`src/logic/spi_port_pkg.sv`:
```
// Purpose: constants, types and state layout for the serial peripheral port
// Assumes: 250 MHz system clock, 32-bit AXI4-Lite register access, 8-bit registers
// Notes: register offsets are word indices, byte address is four times the index
`default_nettype none

package spi_port_pkg;

  localparam int unsigned CLK_HZ = 250_000_000;

  // Register word indices and byte addresses
  localparam logic [7:0] IDX_CONTROL = 8'h0D;
  localparam logic [7:0] IDX_STATUS = 8'h0E;
  localparam logic [7:0] IDX_DATA = 8'h0F;
  localparam logic [7:0] IDX_PINS = 8'h10;
  localparam logic [7:0] ADDR_CONTROL = 8'(IDX_CONTROL * 4);
  localparam logic [7:0] ADDR_STATUS = 8'(IDX_STATUS * 4);
  localparam logic [7:0] ADDR_DATA = 8'(IDX_DATA * 4);
  localparam logic [7:0] ADDR_PINS = 8'(IDX_PINS * 4);

  // Decoded register selects
  localparam logic [2:0] SEL_NONE = 3'h0;
  localparam logic [2:0] SEL_CTRL = 3'h1;
  localparam logic [2:0] SEL_STAT = 3'h2;
  localparam logic [2:0] SEL_DATA = 3'h3;
  localparam logic [2:0] SEL_PINS = 3'h4;

  // Control register fields
  localparam int CTL_IRQ_EN = 7;
  localparam int CTL_ENABLE = 6;
  localparam int CTL_ORDER = 5;
  localparam int CTL_MASTER = 4;
  localparam int CTL_CLOCK_IDLE_LEVEL = 3;
  localparam int CTL_CLOCK_SAMPLE_PHASE = 2;
  localparam int CTL_RATE_HI = 1;
  localparam int CTL_RATE_LO = 0;
  localparam logic [7:0] CONTROL_RESET = 8'h00;

  // Status register fields
  localparam int STS_DONE = 7;
  localparam int STS_WRITE_COLLISION_FLAG = 6;
  localparam logic [5:0] STS_RESERVED = 6'h00;

  // Pin register: direction bits 3..0, output values at PIN_VAL + pin
  localparam int PIN_MOSI = 0;
  localparam int PIN_MISO = 1;
  localparam int PIN_SCK = 2;
  localparam int PIN_SS = 3;
  localparam int PIN_VAL = 4;
  localparam logic [7:0] PINS_RESET = 8'h00;

  // Bit rates and SCK half periods in system clocks, rounded up
  localparam int unsigned RATE0_HZ = 3_000_000;
  localparam int unsigned RATE1_HZ = 750_000;
  localparam int unsigned RATE2_HZ = 187_500;
  localparam int unsigned RATE3_HZ = 93_750;
  localparam logic [10:0] HALF0 = 11'((CLK_HZ + 2 * RATE0_HZ - 1) / (2 * RATE0_HZ));
  localparam logic [10:0] HALF1 = 11'((CLK_HZ + 2 * RATE1_HZ - 1) / (2 * RATE1_HZ));
  localparam logic [10:0] HALF2 = 11'((CLK_HZ + 2 * RATE2_HZ - 1) / (2 * RATE2_HZ));
  localparam logic [10:0] HALF3 = 11'((CLK_HZ + 2 * RATE3_HZ - 1) / (2 * RATE3_HZ));

  localparam logic [3:0] BITS_PER_BYTE = 4'h8;
  localparam logic [1:0] RESP_OKAY = 2'h0;
  localparam logic [1:0] RESP_SLVERR = 2'h2;

  typedef enum logic [0:0] {
    ST_IDLE = 1'b0,
    ST_SHIFT = 1'b1
  } xfer_state_t;

  typedef struct packed {
    logic [7:0] ctrl;
    logic [7:0] pins;
    logic done;
    logic write_collision_flag;
    logic arm_done;
    logic arm_write_collision_flag;
    logic [7:0] rxbuf;
    logic [7:0] sh;
    logic dout;
    logic sck;
    xfer_state_t st;
    logic [3:0] bitcnt;
    logic [10:0] divcnt;
    logic sck_s1;
    logic sck_s2;
    logic sck_s3;
    logic ss_s1;
    logic ss_s2;
    logic mosi_s1;
    logic mosi_s2;
    logic miso_s1;
    logic miso_s2;
    logic aw_hold;
    logic [7:0] awaddr;
    logic w_hold;
    logic [7:0] wdata;
    logic wstrb0;
    logic bvalid;
    logic [1:0] bresp;
    logic rvalid;
    logic [7:0] rdata;
    logic [1:0] rresp;
  } state_t;

endpackage

`default_nettype wire

```
`src/logic/spi_port.sv`:
```
// Purpose: byte-wide full-duplex serial port, master or slave, behind AXI4-Lite
// Assumes: SCK, MOSI, MISO and SS pins are asynchronous and pass two flip-flops
// Notes: slave SCK must stay well below a quarter of MCLK; pins split into I, O, OE
//
// The AXI4-Lite interface to the registers was decided locally.
`timescale 1ns/100ps
`default_nettype none

module spi_port (
  // Clock and reset
  input wire logic MCLK,
  input wire logic RST_N,
  // AXI4-Lite write address and data
  input wire logic [7:0] AWADDR,
  input wire logic AWVALID,
  output logic AWREADY,
  input wire logic [31:0] WDATA,
  input wire logic [3:0] WSTRB,
  input wire logic WVALID,
  output logic WREADY,
  // AXI4-Lite write response
  output logic [1:0] BRESP,
  output logic BVALID,
  input wire logic BREADY,
  // AXI4-Lite read
  input wire logic [7:0] ARADDR,
  input wire logic ARVALID,
  output logic ARREADY,
  output logic [31:0] RDATA,
  output logic [1:0] RRESP,
  output logic RVALID,
  input wire logic RREADY,
  // CPU interrupt hookup
  input wire logic GLOBAL_IE,
  input wire logic VECTOR_TAKEN,
  output logic IRQ,
  // Serial clock pin
  input wire logic SCK_I,
  output logic SCK_O,
  output logic SCK_OE,
  // Master out pin
  input wire logic MOSI_I,
  output logic MOSI_O,
  output logic MOSI_OE,
  // Master in pin
  input wire logic MISO_I,
  output logic MISO_O,
  output logic MISO_OE,
  // Slave select pin
  input wire logic SS_I,
  output logic SS_O,
  output logic SS_OE
);

  spi_port_pkg::state_t r;
  spi_port_pkg::state_t n;

  logic en;
  logic mst;
  logic clock_idle_level;
  logic clock_sample_phase;
  logic lsb;
  logic slv_sel;
  logic demote;
  logic wr_go;
  logic rd_go;
  logic [2:0] wr_sel;
  logic [2:0] rd_sel;
  logic dwr;
  logic daccess;
  logic lead_ev;
  logic trail_ev;
  logic smp_ev;
  logic chg_ev;
  logic rx_bit;
  logic [7:0] sh_new;
  logic [3:0] cnt_new;
  logic done_set;
  logic write_collision_flag_set;

  function automatic logic [2:0] reg_sel(input logic [7:0] a);
    if (a == spi_port_pkg::ADDR_CONTROL) begin
      return spi_port_pkg::SEL_CTRL;
    end else if (a == spi_port_pkg::ADDR_STATUS) begin
      return spi_port_pkg::SEL_STAT;
    end else if (a == spi_port_pkg::ADDR_DATA) begin
      return spi_port_pkg::SEL_DATA;
    end else if (a == spi_port_pkg::ADDR_PINS) begin
      return spi_port_pkg::SEL_PINS;
    end else begin
      return spi_port_pkg::SEL_NONE;
    end
  endfunction

  function automatic logic [10:0] half_count(input logic [1:0] rate);
    case (rate)
      2'h0: return spi_port_pkg::HALF0;
      2'h1: return spi_port_pkg::HALF1;
      2'h2: return spi_port_pkg::HALF2;
      default: return spi_port_pkg::HALF3;
    endcase
  endfunction

  function automatic logic out_bit(input logic [7:0] d, input logic lsb_first);
    return lsb_first ? d[0] : d[7];
  endfunction

  assign en = r.ctrl[spi_port_pkg::CTL_ENABLE];
  assign mst = r.ctrl[spi_port_pkg::CTL_MASTER];
  assign clock_idle_level = r.ctrl[spi_port_pkg::CTL_CLOCK_IDLE_LEVEL];
  assign clock_sample_phase = r.ctrl[spi_port_pkg::CTL_CLOCK_SAMPLE_PHASE];
  assign lsb = r.ctrl[spi_port_pkg::CTL_ORDER];

  // Bus handshakes
  assign AWREADY = !r.aw_hold && !r.bvalid;
  assign WREADY = !r.w_hold && !r.bvalid;
  assign BVALID = r.bvalid;
  assign BRESP = r.bresp;
  assign ARREADY = !r.rvalid;
  assign RVALID = r.rvalid;
  assign RRESP = r.rresp;
  assign RDATA = {24'h000000, r.rdata};

  assign IRQ = r.done && r.ctrl[spi_port_pkg::CTL_IRQ_EN] && GLOBAL_IE;

  always_comb begin
    n = r;
    done_set = 1'b0;
    write_collision_flag_set = 1'b0;
    lead_ev = 1'b0;
    trail_ev = 1'b0;

    // Pin synchronisers
    n.sck_s1 = SCK_I;
    n.sck_s2 = r.sck_s1;
    n.sck_s3 = r.sck_s2;
    n.ss_s1 = SS_I;
    n.ss_s2 = r.ss_s1;
    n.mosi_s1 = MOSI_I;
    n.mosi_s2 = r.mosi_s1;
    n.miso_s1 = MISO_I;
    n.miso_s2 = r.miso_s1;

    // Write address and data may arrive in either order
    if (AWVALID && AWREADY) begin
      n.aw_hold = 1'b1;
      n.awaddr = AWADDR;
    end
    if (WVALID && WREADY) begin
      n.w_hold = 1'b1;
      n.wdata = WDATA[7:0];
      n.wstrb0 = WSTRB[0];
    end
    if (r.bvalid && BREADY) begin
      n.bvalid = 1'b0;
    end
    wr_go = r.aw_hold && r.w_hold;
    wr_sel = reg_sel(r.awaddr);
    dwr = wr_go && r.wstrb0 && (wr_sel == spi_port_pkg::SEL_DATA);
    if (wr_go) begin
      n.aw_hold = 1'b0;
      n.w_hold = 1'b0;
      n.bvalid = 1'b1;
      n.bresp = (wr_sel == spi_port_pkg::SEL_NONE) ? spi_port_pkg::RESP_SLVERR :
                spi_port_pkg::RESP_OKAY;
      if (r.wstrb0 && wr_sel == spi_port_pkg::SEL_CTRL) begin
        n.ctrl = r.wdata;
      end else if (r.wstrb0 && wr_sel == spi_port_pkg::SEL_PINS) begin
        n.pins = r.wdata;
      end
    end

    // Read channel
    rd_go = ARVALID && !r.rvalid;
    rd_sel = reg_sel(ARADDR);
    if (r.rvalid && RREADY) begin
      n.rvalid = 1'b0;
    end
    if (rd_go) begin
      n.rvalid = 1'b1;
      n.rresp = spi_port_pkg::RESP_OKAY;
      if (rd_sel == spi_port_pkg::SEL_CTRL) begin
        n.rdata = r.ctrl;
      end else if (rd_sel == spi_port_pkg::SEL_STAT) begin
        n.rdata = {r.done, r.write_collision_flag, spi_port_pkg::STS_RESERVED};
      end else if (rd_sel == spi_port_pkg::SEL_DATA) begin
        n.rdata = r.rxbuf;
      end else if (rd_sel == spi_port_pkg::SEL_PINS) begin
        n.rdata = r.pins;
      end else begin
        n.rdata = 8'h00;
        n.rresp = spi_port_pkg::RESP_SLVERR;
      end
    end

    // Flag clearing: status read arms, later data access clears
    daccess = (wr_go && wr_sel == spi_port_pkg::SEL_DATA) ||
              (rd_go && rd_sel == spi_port_pkg::SEL_DATA);
    if (daccess) begin
      if (r.arm_write_collision_flag) begin
        n.write_collision_flag = 1'b0;
        n.done = 1'b0;
      end
      if (r.arm_done) begin
        n.done = 1'b0;
      end
      n.arm_done = 1'b0;
      n.arm_write_collision_flag = 1'b0;
    end
    if (rd_go && rd_sel == spi_port_pkg::SEL_STAT) begin
      n.arm_done = r.done;
      n.arm_write_collision_flag = r.write_collision_flag;
    end
    if (VECTOR_TAKEN) begin
      n.done = 1'b0;
    end

    // Clock edges: generated as master, detected on the pin as slave
    slv_sel = en && !mst && !r.ss_s2;
    demote = en && mst && !r.pins[spi_port_pkg::PIN_SS] && !r.ss_s2;
    if (en && mst && r.st == spi_port_pkg::ST_SHIFT) begin
      if (r.divcnt == half_count(r.ctrl[spi_port_pkg::CTL_RATE_HI:spi_port_pkg::CTL_RATE_LO])
          - 11'h001) begin
        n.divcnt = 11'h000;
        n.sck = !r.sck;
        lead_ev = (r.sck == clock_idle_level);
        trail_ev = (r.sck != clock_idle_level);
      end else begin
        n.divcnt = r.divcnt + 11'h001;
      end
    end else if (slv_sel && r.sck_s2 != r.sck_s3) begin
      lead_ev = (r.sck_s2 != clock_idle_level);
      trail_ev = (r.sck_s2 == clock_idle_level);
    end

    // Shift engine shared by both modes
    smp_ev = clock_sample_phase ? trail_ev : lead_ev;
    chg_ev = clock_sample_phase ? lead_ev : trail_ev;
    rx_bit = mst ? r.miso_s2 : r.mosi_s2;
    sh_new = r.sh;
    cnt_new = r.bitcnt;
    if (r.st == spi_port_pkg::ST_SHIFT || lead_ev) begin
      n.st = spi_port_pkg::ST_SHIFT;
      if (smp_ev) begin
        // Received bit enters at the end opposite the one the sent bit left
        sh_new = lsb ? {rx_bit, r.sh[7:1]} : {r.sh[6:0], rx_bit};
        cnt_new = r.bitcnt + 4'h1;
      end
      if (chg_ev) begin
        n.dout = out_bit(r.sh, lsb);
      end
      n.sh = sh_new;
      n.bitcnt = cnt_new;
      if (trail_ev && cnt_new == spi_port_pkg::BITS_PER_BYTE) begin
        n.st = spi_port_pkg::ST_IDLE;
        n.bitcnt = 4'h0;
        n.rxbuf = sh_new;
        done_set = 1'b1;
      end
    end

    // Data register write: load when idle, flag a collision otherwise
    if (dwr) begin
      if (r.st == spi_port_pkg::ST_SHIFT) begin
        write_collision_flag_set = 1'b1;
        n.sh = sh_new;
      end else begin
        n.sh = r.wdata;
        if (!clock_sample_phase) begin
          n.dout = out_bit(r.wdata, lsb);
        end
        if (en && mst) begin
          n.st = spi_port_pkg::ST_SHIFT;
          n.bitcnt = 4'h0;
          n.divcnt = 11'h000;
        end
      end
    end

    // Disable, deselect and demotion abort the transfer
    if (!en) begin
      n.st = spi_port_pkg::ST_IDLE;
      n.bitcnt = 4'h0;
    end else if (!mst && r.ss_s2) begin
      n.st = spi_port_pkg::ST_IDLE;
      n.bitcnt = 4'h0;
    end
    if (demote) begin
      n.ctrl[spi_port_pkg::CTL_MASTER] = 1'b0;
      n.st = spi_port_pkg::ST_IDLE;
      n.bitcnt = 4'h0;
      done_set = 1'b1;
    end
    if (n.st != spi_port_pkg::ST_SHIFT || !n.ctrl[spi_port_pkg::CTL_MASTER]) begin
      n.sck = n.ctrl[spi_port_pkg::CTL_CLOCK_IDLE_LEVEL];
      n.divcnt = 11'h000;
    end

    // Hardware set wins over any clear in the same cycle
    if (done_set) begin
      n.done = 1'b1;
    end
    if (write_collision_flag_set) begin
      n.write_collision_flag = 1'b1;
    end
  end

  // Pin direction overrides and output values
  always_comb begin
    MOSI_OE = r.pins[spi_port_pkg::PIN_MOSI];
    MISO_OE = r.pins[spi_port_pkg::PIN_MISO];
    SCK_OE = r.pins[spi_port_pkg::PIN_SCK];
    SS_OE = r.pins[spi_port_pkg::PIN_SS];
    MOSI_O = r.pins[spi_port_pkg::PIN_VAL + spi_port_pkg::PIN_MOSI];
    MISO_O = r.pins[spi_port_pkg::PIN_VAL + spi_port_pkg::PIN_MISO];
    SCK_O = r.pins[spi_port_pkg::PIN_VAL + spi_port_pkg::PIN_SCK];
    SS_O = r.pins[spi_port_pkg::PIN_VAL + spi_port_pkg::PIN_SS];
    if (en && mst) begin
      MISO_OE = 1'b0;
      MOSI_O = r.dout;
      SCK_O = r.sck;
    end else if (en) begin
      MOSI_OE = 1'b0;
      SCK_OE = 1'b0;
      SS_OE = 1'b0;
      MISO_OE = r.pins[spi_port_pkg::PIN_MISO] && !r.ss_s2;
      MISO_O = r.dout;
    end
  end

  always_ff @(posedge MCLK or negedge RST_N) begin
    if (!RST_N) begin
      r <= '0;
    end else begin
      r <= n;
    end
  end
endmodule // spi_port

`default_nettype wire

```
`config.mk`:
```
export PLATFORM = sky130hd
export DESIGN_NAME = spi_port
export DESIGN_NICKNAME = d
export VERILOG_FILES = /design/src/logic/spi_port_pkg.sv /design/src/logic/spi_port.sv
export SDC_FILE = /design/constraint.sdc
export NUM_CORES = 1
export LEC_CHECK = 0
export BUFFER_PORTS_ARGS = -buffer_cell sky130_fd_sc_hd__buf_2
export CAP_MARGIN = 0
export CORE_ASPECT_RATIO = 1.25
export CORE_MARGIN = 2
export CORE_UTILIZATION = 59
export DETAILED_ROUTE_END_ITERATION = 8
export GPL_ROUTABILITY_DRIVEN = 0
export PLACE_DENSITY = 0.9
export SLEW_MARGIN = 20
export SYNTH_ARGS = -nofsm -noshare
export SYNTH_HDL_FRONTEND = slang
export SYNTH_SLANG_ARGS = --single-unit
```
`constraint.sdc`:
```
create_clock -name MCLK -period 6.4 [get_ports MCLK]
set_input_delay 0.64 -clock MCLK [delete_from_list [all_inputs] [get_ports MCLK]]
set_output_delay 0.64 -clock MCLK [all_outputs]
set_load 0.03 [all_outputs]
```
Yosys cells after proc, flatten, opt, wreduce, memory -nomap -nowiden
Index checks and enable logic that the tools add are counted.
- register bits: 96
- latch bits: 0
- RAM bits: 0
- ROM bits: 0
- input port bits: 65
- logic and storage cells: 215
- memories kept: 0
- add/sub/neg operators: 3
- $mul: 0
- div/mod/pow operators: 0
- magnitude comparators: 0
- equal/unequal tests: 25
- shift operators: 0
- muxes and demuxes: 92
- bitwise gates (word level): 2
- reductions and logical operators: 60
- operator list (cell ; number):
    8-bit two-way mux ; 10
    11-bit two-way mux ; 5
    8-bit by 6-bit equality test with 1-bit output (second input constant) ; 6
    16-bit two-way mux ; 3
    1-bit two-way mux ; 43
    11-bit one-hot mux with 3 select lines ; 1
    5-bit two-way mux ; 6
    1-bit logical AND ; 27
    3-bit two-way mux ; 9
    9-bit two-way mux ; 3
    2-bit nonzero test ; 10
    8-bit by 7-bit equality test with 1-bit output (second input constant) ; 2
    2-bit two-way mux ; 7
    13-bit two-way mux ; 1
    4-bit two-way mux ; 3
    2-bit AND reduction ; 6
    11-bit by 1-bit adder with 11-bit output (second input constant) ; 1
    11-bit equality test ; 1
    11-bit by 1-bit subtractor with 11-bit output (second input constant) ; 1
    10-bit two-way mux ; 1
    3-bit by 2-bit equality test with 1-bit output (second input constant) ; 3
    1-bit logical NOT ; 9
    3-bit by 1-bit equality test with 1-bit output (second input constant) ; 2
    3-bit equality test (second input constant) ; 2
    other kinds (14) ; 20

Depth between registers and ports, before layout
Gate-level depths: netlist of run 1.
- depth in word-level cells: 24
- mapped depth: 11
- mapped depth without buffers: 9

Least setup slack after synthesis of run 1
No wires, ideal clock.
- kind: flip-flop to flip-flop
- from: register r[88] (netlist bit)
- to: register r[58] (netlist bit)
- setup time: 125 ps
- arrival: 2417 ps
- slack: 3858 ps
- stages on the path, launching flop included: 10
- clock period less this slack: 2542 ps
- path through: dfrtp_1 inv_1 ha_1 nand3b_1 a2111oi_4 and4_1 nor3_1 o211a_1 nor3_1 mux2_2
- cells in the longest elaborated chain, start to end: 24
- ends and longest elaborated chain (element ; RTL line ; text):
    start: declaration ; spi_port.sv:55 ; spi_port_pkg::state_t r;
    start signal: assignment ; spi_port.sv:335 ; r <= n;
    2-bit equality test (tied with other cells) ; spi_port.sv:96 ; case (rate)
    11-bit one-hot mux with 3 select lines (*) ; spi_port.sv:96 ;
    11-bit two-way mux (*) ; spi_port.sv:221 ; if (en && mst && r.st == spi_port_pkg::ST_SHIFT) begin
    11-bit by 1-bit subtractor with 11-bit output (*) ; spi_port.sv:223 ; - 11'h001) begin
    11-bit equality test (*) ; spi_port.sv:222 ; if (r.divcnt == half_count(r.ctrl[spi_port_pkg::CTL_RATE_HI:spi_port_pkg::CTL_RATE_LO])
    1-bit two-way mux ; spi_port.sv:222 ;
    1-bit two-way mux ; spi_port.sv:221 ;
    1-bit two-way mux ; spi_port.sv:237 ; smp_ev = clock_sample_phase ? trail_ev : lead_ev;
    (+8 left out) ; -- ;
    16-bit two-way mux ; spi_port.sv:263 ; if (dwr) begin
    5-bit two-way mux ; spi_port.sv:284 ; end else if (!mst && r.ss_s2) begin
    5-bit two-way mux ; spi_port.sv:281 ; if (!en) begin
    5-bit two-way mux ; spi_port.sv:288 ; if (demote) begin
    1-bit NOT ; spi_port.sv:294 ; if (n.st != spi_port_pkg::ST_SHIFT || !n.ctrl[spi_port_pkg::CTL_MASTER]) begin
    1-bit logical OR ; spi_port.sv:294 ;
    2-bit nonzero test (no source line) ; -- ;
    2-bit AND reduction (no source line) ; -- ;
Mark *: on every way between the ends. The rest lies on a longest branch, timed or not. The select of a mux whose other input is x is not followed.
A chain may end at the register's enable or synchronous reset.

==> summary.txt, run 1 <==
Yosys
  – Largest cells by area after synthesis: dfrtp_1 46%, mux2_2 9.6%, buf_4 5.5%, mux2i_1 4.7%, o21ai_0 4.0%
  – Cell variety after synth: 54
  – Syn Area/Cell: around 10 um^2
  – Top FF cell, synth: dfrtp_1
  – Share of Yosys cell area claimed by the top area cell type: roughly 46%
  – EDFF count, synth: 0
  – Ys async rst share: 100.0%
  – Count leader, synth: dfrtp_1
  – Top cells by count, synth: 94 x dfrtp_1, 51 x nor2_1, 43 x mux2_2
  – Yosys reg bits: between 90 and 100
  – Cells after Synth: approximately 500
  – Synth area leader: dfrtp_1
  – Yosys Warn Count: 0
  – Netlist Area Pre-Place: 5064 um^2
  – Register area share after synthesis: between 40% and 50%

Final layout
  – Layout area overhead: 8.426%
  – Number of antenna repair diodes: 0
  – Nets: 613
  – Final Non-Filler Cells: roughly 650
  – Finished Cell Area: 5490 um^2
  – Share of layout cells above drive strength 1: around 25%

STA
  – Worst Tran Pin Value: slightly above 1 ns
  – Tmin final: about 3.4 ns
  – # setup viols final: 0
  – RSZ-0062 raised after global routing: no
  – Slew Viols, Final: 0
  – Fmax: 290.1 MHz
  – Final Cycle Share: about 54%
  – Final hold slack: 0.2651 ns
  – Clock Skews: approximately 0.0092 ns
  – Relative slew margins: between 30% and 40%
  – Final Hold Fails: 0
  – Setup TNS Final: 0 ns

Critical path
  – Crit Path Category: reg -> reg
  – CP peak stage delay: between 0.5 and 0.6 ns
  – Worst path required time: between 6 and 7 ns
  – CP max stage cell: o211ai_2
  – Critical-path cell list: inv_1 > ha_1 > nand3b_1 > a2111oi_4 > and4_1 > nor3_1 > o211ai_2 > nand4_1 > nor2_1
  – CP endpoint kind: flop
  – Crit path arrival time: 3.74 ns
  – CP Launch Type: flop
  – Critical path peak fanout: 17

Pwr
  – Psw: about 0.00053 W
  – Pleak: approximately 2.6 nW
  – VDD IR-drop max: 0.0003318 V
  – Register share of total power: 49.3%
  – Clk network pwr share: around 30%
  – Logic pwr share: 20.8%
  – Sw frac: between 30% and 40%
  – PD cells: approximately 300 nW/um^2
  – Internal: about 0.0011 W
  – Design Power: about 0.0016 W

Detailed routing
  – Final wirelength: 11110 um
  – Routed Antenna Nets: 0
  – Initial DRT Pass Iterations: 5
  – Vias per std cell: between 6 and 7
  – Vias: approximately 4000
  – DRT iter0 DRCs: 284
  – Drt drc: 0
  – Wire length per cell: between 15 and 20 um

Global route
  – First-pass GRT wire length: 18080 um
  – Largest net degree at the start of global routing: 50
  – Grt total ovfl: 0
  – Number of global-route vias before repair: between 3000 and 4000
  – Antenna violations before repair: 0
  – GR Util All Layers: between 20% and 30%

Outcome
  – Run status: finished clean

Clock network
  – CTS Buffer Depth: 2
  – Root Driver: clkbuf_8
  – Clock-pin slew on the worst setup and hold paths: around 0.09 ns
  – Htree depth: 3
  – TritonCTS Sinks: 94
  – CTS tree: yes
  – Worst-Skew Late Latency: around 0.37 ns
  – Inserted Clock Buffers: 9
  – Post-CTS Hold Fix Bufs: 0
  – Post_cts resized: 0
  – Setup Buffers After CTS: 0

Die
  – IO Count: 115
  – Row Count: 37
  – Die area: about 9300 um^2
  – Core footprint: 8287 um^2
  – Die width: 86.86 um
  – DIE HEIGHT: about 110 um
  – Initial Utilization: roughly 61%

Placement
  – Post-DP HPWL: slightly below 8000 um
  – Post-placement cell area: 5248 um^2
  – I/O Buffers: 61
  – Cell Count Post-Placement: 630

Flow run
  – MaxCap Viol Count: 0

Hold path
  – Hold WC Path Type: in -> async
-- power groups by stage --
stage	clock network [W]	registers (W)	logic (W)
after global routing	0.000507	0.000810	0.000368
after floorplan	0	0.000769	0.000287
after detailed placement	0	0.000804	0.000338
after CTS	0.000484	0.000794	0.000340
after global placement	0	0.000794	0.000326
final	0.000484	0.000799	0.000338
-- layer usage --
metal / vias up / routed length, um / global-route usage (%)
met4: 0 / 258 / 9.710
met1: 1876 / 4486 / 32.91
met5: - / 0 / 0
met2: 207 / 5484 / 40.62
met3: 32 / 878 / 4.831
li1: 1772 / - / -
-- critical path, delay by kind of cell, from the launching register on --
family / cells / cell delay [ns]
AO/OA/AOI/OAI: 2 / 1.05
buffers and inverters: 1 / 0.08
AND/OR/NAND/NOR: 5 / 1.43
flip-flops: 1 / 0.50
adder cells (fa/ha/maj): 1 / 0.30
-- registers in the layout, summed over array words and instances (netlist names) --
name                cells
BRESP                   1
clock_sample_phase      1
clock_idle_level        1
RDATA                   8
SS_O                    1
BVALID                  1
RVALID                  1
mst                     1
r                      71
RRESP                   1
n                       5
lsb                     1
en                      1
-- layout by cell type, fill, tap and decap left out, types with 6 or more instances in the layout --
master,n
buf_2,60
xor2_1,7
nand2b_1,7
conb_1,26
inv_1,11
nor2_1,51
nand3_1,10
nand2_1,38
nor2b_1,6
nand4_1,6
mux2i_1,24
clkbuf_8,9
dfrtp_1,94
or3_1,6
o21ai_0,40
and2_1,9
nor3_1,7
mux2_2,43
xnor2_1,6
a21oi_1,20
nand3b_1,6
-- stage by stage --
| step | utilization (%) | setup slack [ns] |
|---|---|---|
| 2_1_floorplan | - | 3.858 |
| 3_3_place_gp | 63.32 | 3.207 |
| 3_5_place_dp | 63.32 | 3.048 |
| 4_1_cts | 66.25 | 2.989 |
| 5_1_grt | 66.25 | 2.683 |
| 6_report | 66.25 | 2.953 |
-- area by class of cell --
cell class / count / area, um^2
Clock buffer: 9 / 123.9
Tap cell: 97 / 121.4
Sequential cell: 94 / 2352
Multi-Input combinational cell: 365 / 2410
Inverter: 11 / 41.29
Fill cell: 628 / 2796
Clock inverter: 6 / 118.9
Timing Repair Buffer: 63 / 322.8
-- worst paths after layout --
| check | start | end | slack [ns] | cells after the start |
|---|---|---|---|---|
| worst max-delay path | r[88] | r[42] | 2.95 | 9 |
| min in group MCLK | n[40] | n[39] | 0.35 | 0 |
| worst min-delay path | RST_N | n[35] | 0.27 | 1 |
| max in group asynchronous | RST_N | r[86] | 5.07 | 2 |
| worst min register to register | n[40] | n[39] | 0.35 | 0 |
| worst max register to register | r[88] | r[42] | 2.95 | 9 |
-- kinds of logic (layout without fill, tap and decap cells) --
family | after synthesis | count (layout) | synth area share, %
AOI/OAI and AO/OA | 88 | 88 | 11.47
xor gates and xnor gates | 13 | 13 | 2.249
adders and majority gates | 4 | 4 | 0.9884
buffers and inverters | 65 | 89 | 7.808
DFF | 94 | 94 | 46.45
muxes | 67 | 67 | 14.31
other | 1 | 26 | 0.07406
and+or+nand+nor | 167 | 167 | 16.65
(Power assumes the default switching activity.)
==> run 2: changes to the inputs <==
CORE_UTILIZATION = 49   (was 59)
PLACE_DENSITY = 0.8   (was 0.9)
clock period = 3 ns   (was 6.4 ns; I/O delays follow)
==> summary.txt, run 2 (same netlist as run 1, synthesis figures left out) <==
Detailed routing
  – Vias: ~3700
  – Final wirelength: about 11000 um
  – Wire length per cell: about 16 um
  – Routed Antenna Nets: 0
  – Drt drc: 0
  – DRT iter0 DRCs: 235
  – Vias per std cell: 5.455
  – Initial DRT Pass Iterations: 6

Critical path
  – CP max stage cell: dfrtp_1
  – CP Launch Type: flop
  – Crit path arrival time: just over 3 ns
  – CP peak stage delay: between 0.4 and 0.5 ns
  – CP endpoint kind: flop
  – Crit-path most repeated cell: nor3_1
  – FF-to-FF End: r[58]
  – Critical path peak fanout: 6
  – Worst R2R Path Depth: 9
  – FF-to-FF Start: r[88]
  – Critical-path cell list: inv_1 > ha_1 > nand3b_1 > a2111oi_4 > and4_1 > nor3_1 > o211a_1 > nor3_1 > mux2_2
  – CP top delay family: simple AND/OR/NAND/NOR gates
  – Worst path required time: approximately 3.2 ns
  – Crit Path Category: reg -> reg
  – WP buf/inv: 1
  – R2R Setup Slk: 0.18 ns

Clock network
  – Clock-pin slew on the worst setup and hold paths: approximately 0.07 ns
  – Worst-Skew Late Latency: 0.35 ns
  – Inserted Clock Buffers: 9
  – Htree depth: 3
  – Post-CTS Hold Fix Bufs: 0
  – CTS Buffer Depth: 2
  – Root Driver: clkbuf_16
  – TritonCTS Sinks: 94
  – CTS tree: yes

STA
  – Final Cycle Share: 93.97%
  – # setup viols final: 0
  – Clock Skews: 0.009105 ns
  – Fmax: 354.7 MHz
  – Slew Viols, Final: 0
  – RSZ-0062 raised after global routing: no
  – Tmin final: between 2 and 3 ns
  – Relative slew margins: 49.84%
  – Final Hold Fails: 22
  – Final hold slack: -0.01297 ns
  – Setup TNS Final: 0 ns
  – Worst Tran Pin Value: 0.7462 ns

Die
  – Die area: between 10000 and 15000 um^2
  – Core footprint: slightly above 10000 um^2
  – Initial Utilization: 50.11%
  – IO Count: ~120
  – DIE HEIGHT: between 100 and 150 um
  – Row Count: around 40
  – Die width: roughly 95 um

Global route
  – Antenna violations before repair: 0
  – Number of global-route vias before repair: around 3700
  – Largest net degree at the start of global routing: 53
  – Grt total ovfl: 0
  – GR Util All Layers: around a fifth
  – First-pass GRT wire length: roughly 18000 um

Pwr
  – PD cells: ~650 nW/um^2
  – Logic pwr share: between 15 and 20%
  – Psw: roughly 0.0012 W
  – Clk network pwr share: around 34%
  – Internal: 0.002523 W
  – Register share of total power: a little under half
  – Sw frac: 31.50%
  – VDD IR-drop max: roughly 0.00036 V
  – Pleak: around 2.7 nW
  – Design Power: ~0.0037 W

Final layout
  – Layout area overhead: 12.31%
  – Share of layout cells above drive strength 1: between 20% and 30%
  – Most common cell after layout, fill and taps aside: dfrtp_1
  – Number of antenna repair diodes: 0
  – Top reg by flops: r
  – Nets: slightly above 600
  – Most frequent cells in the layout: 94 x dfrtp_1, 60 x buf_2, 51 x nor2_1, 43 x mux2_2, 40 x o21ai_0
  – Final Non-Filler Cells: 686
  – Largest register FFs: 71

Placement
  – I/O Buffers: slightly above 60
  – Cell Count Post-Placement: between 600 and 700
  – Post-DP HPWL: between 8000 and 9000 um

Outcome
  – Failing checks: negative hold slack
  – Run status: complete, but fails checks

Flow run
  – MaxCap Viol Count: 0

Hold path
  – Hold WC Path Type: in -> async
-- run 2: cell types whose count changed in the layout (fill, tap and decap cells not counted) --
cell       previous run  this run
clkbuf_8              9         0
buf_12                0         1
clkbuf_1              0         1
clkbuf_16             0         9
bufinv_16             3         2
clkinv_4              1         0
inv_6                 1         3
buf_4                 3        10
-- run 2: stage by stage --
step | worst slack [ns] | area, um^2 | hold slack (ns) | utilization [%]
after floorplan | 0.4580 | 5157 | 0.004409 | -
after global placement | 0.3203 | 5353 | 0.3361 | 52.97
after detailed placement | 0.2045 | 5353 | 0.3347 | 52.97
after CTS | 0.1767 | 5679 | 0.01062 | 56.20
after global routing | 0.05886 | 5687 | 0.04705 | 56.27
final | 0.1810 | 5687 | -0.01297 | 56.27
-- run 2: power by group through the flow --
stage | Sequential, W | Combinational [W] | Clock [W]
floorplan | 0.00164 | 0.000613 | 0
global placement | 0.00171 | 0.000703 | 0
detailed placement | 0.00172 | 0.000728 | 0
CTS | 0.00170 | 0.000731 | 0.00128
global route | 0.00173 | 0.000789 | 0.00133
finish | 0.00170 | 0.000721 | 0.00126
-- run 2: worst max path at each step --
stage	startpoint	end	cells past startpoint
floorplan	r[88]	r[58]	9
CTS	r[88]	r[47]	9
detailed placement	r[88]	r[58]	9
global placement	r[88]	r[58]	9
global route	r[88]	r[58]	9
finish	r[88]	r[58]	9
-- run 2: routing by layer --
metal	vias to the layer above	global-route usage, %	part of all wire (%)
met5	-	0	0
met4	0	9.239	2.4
met3	20	4.225	4.9
met2	120	32.89	49
met1	1818	26.16	43
li1	1784	-	-
-- run 2: area by class of cell --
cell class	instances	area (um^2)
multi-input cells	365	2410
repair buffers	71	395.4
flip-flops and latches	94	2352
clock inverters	6	97.59
fillers	883	4419
clock buffers	10	229.0
inverters	11	41.29
well taps	129	161.4
-- run 2: timing repair --
action	4_1_cts	5_1_grt
buffers inserted	0	1
endpoints found under the hold margin	0	0
resized for setup	0	0
endpoints found under the setup margin	0	3
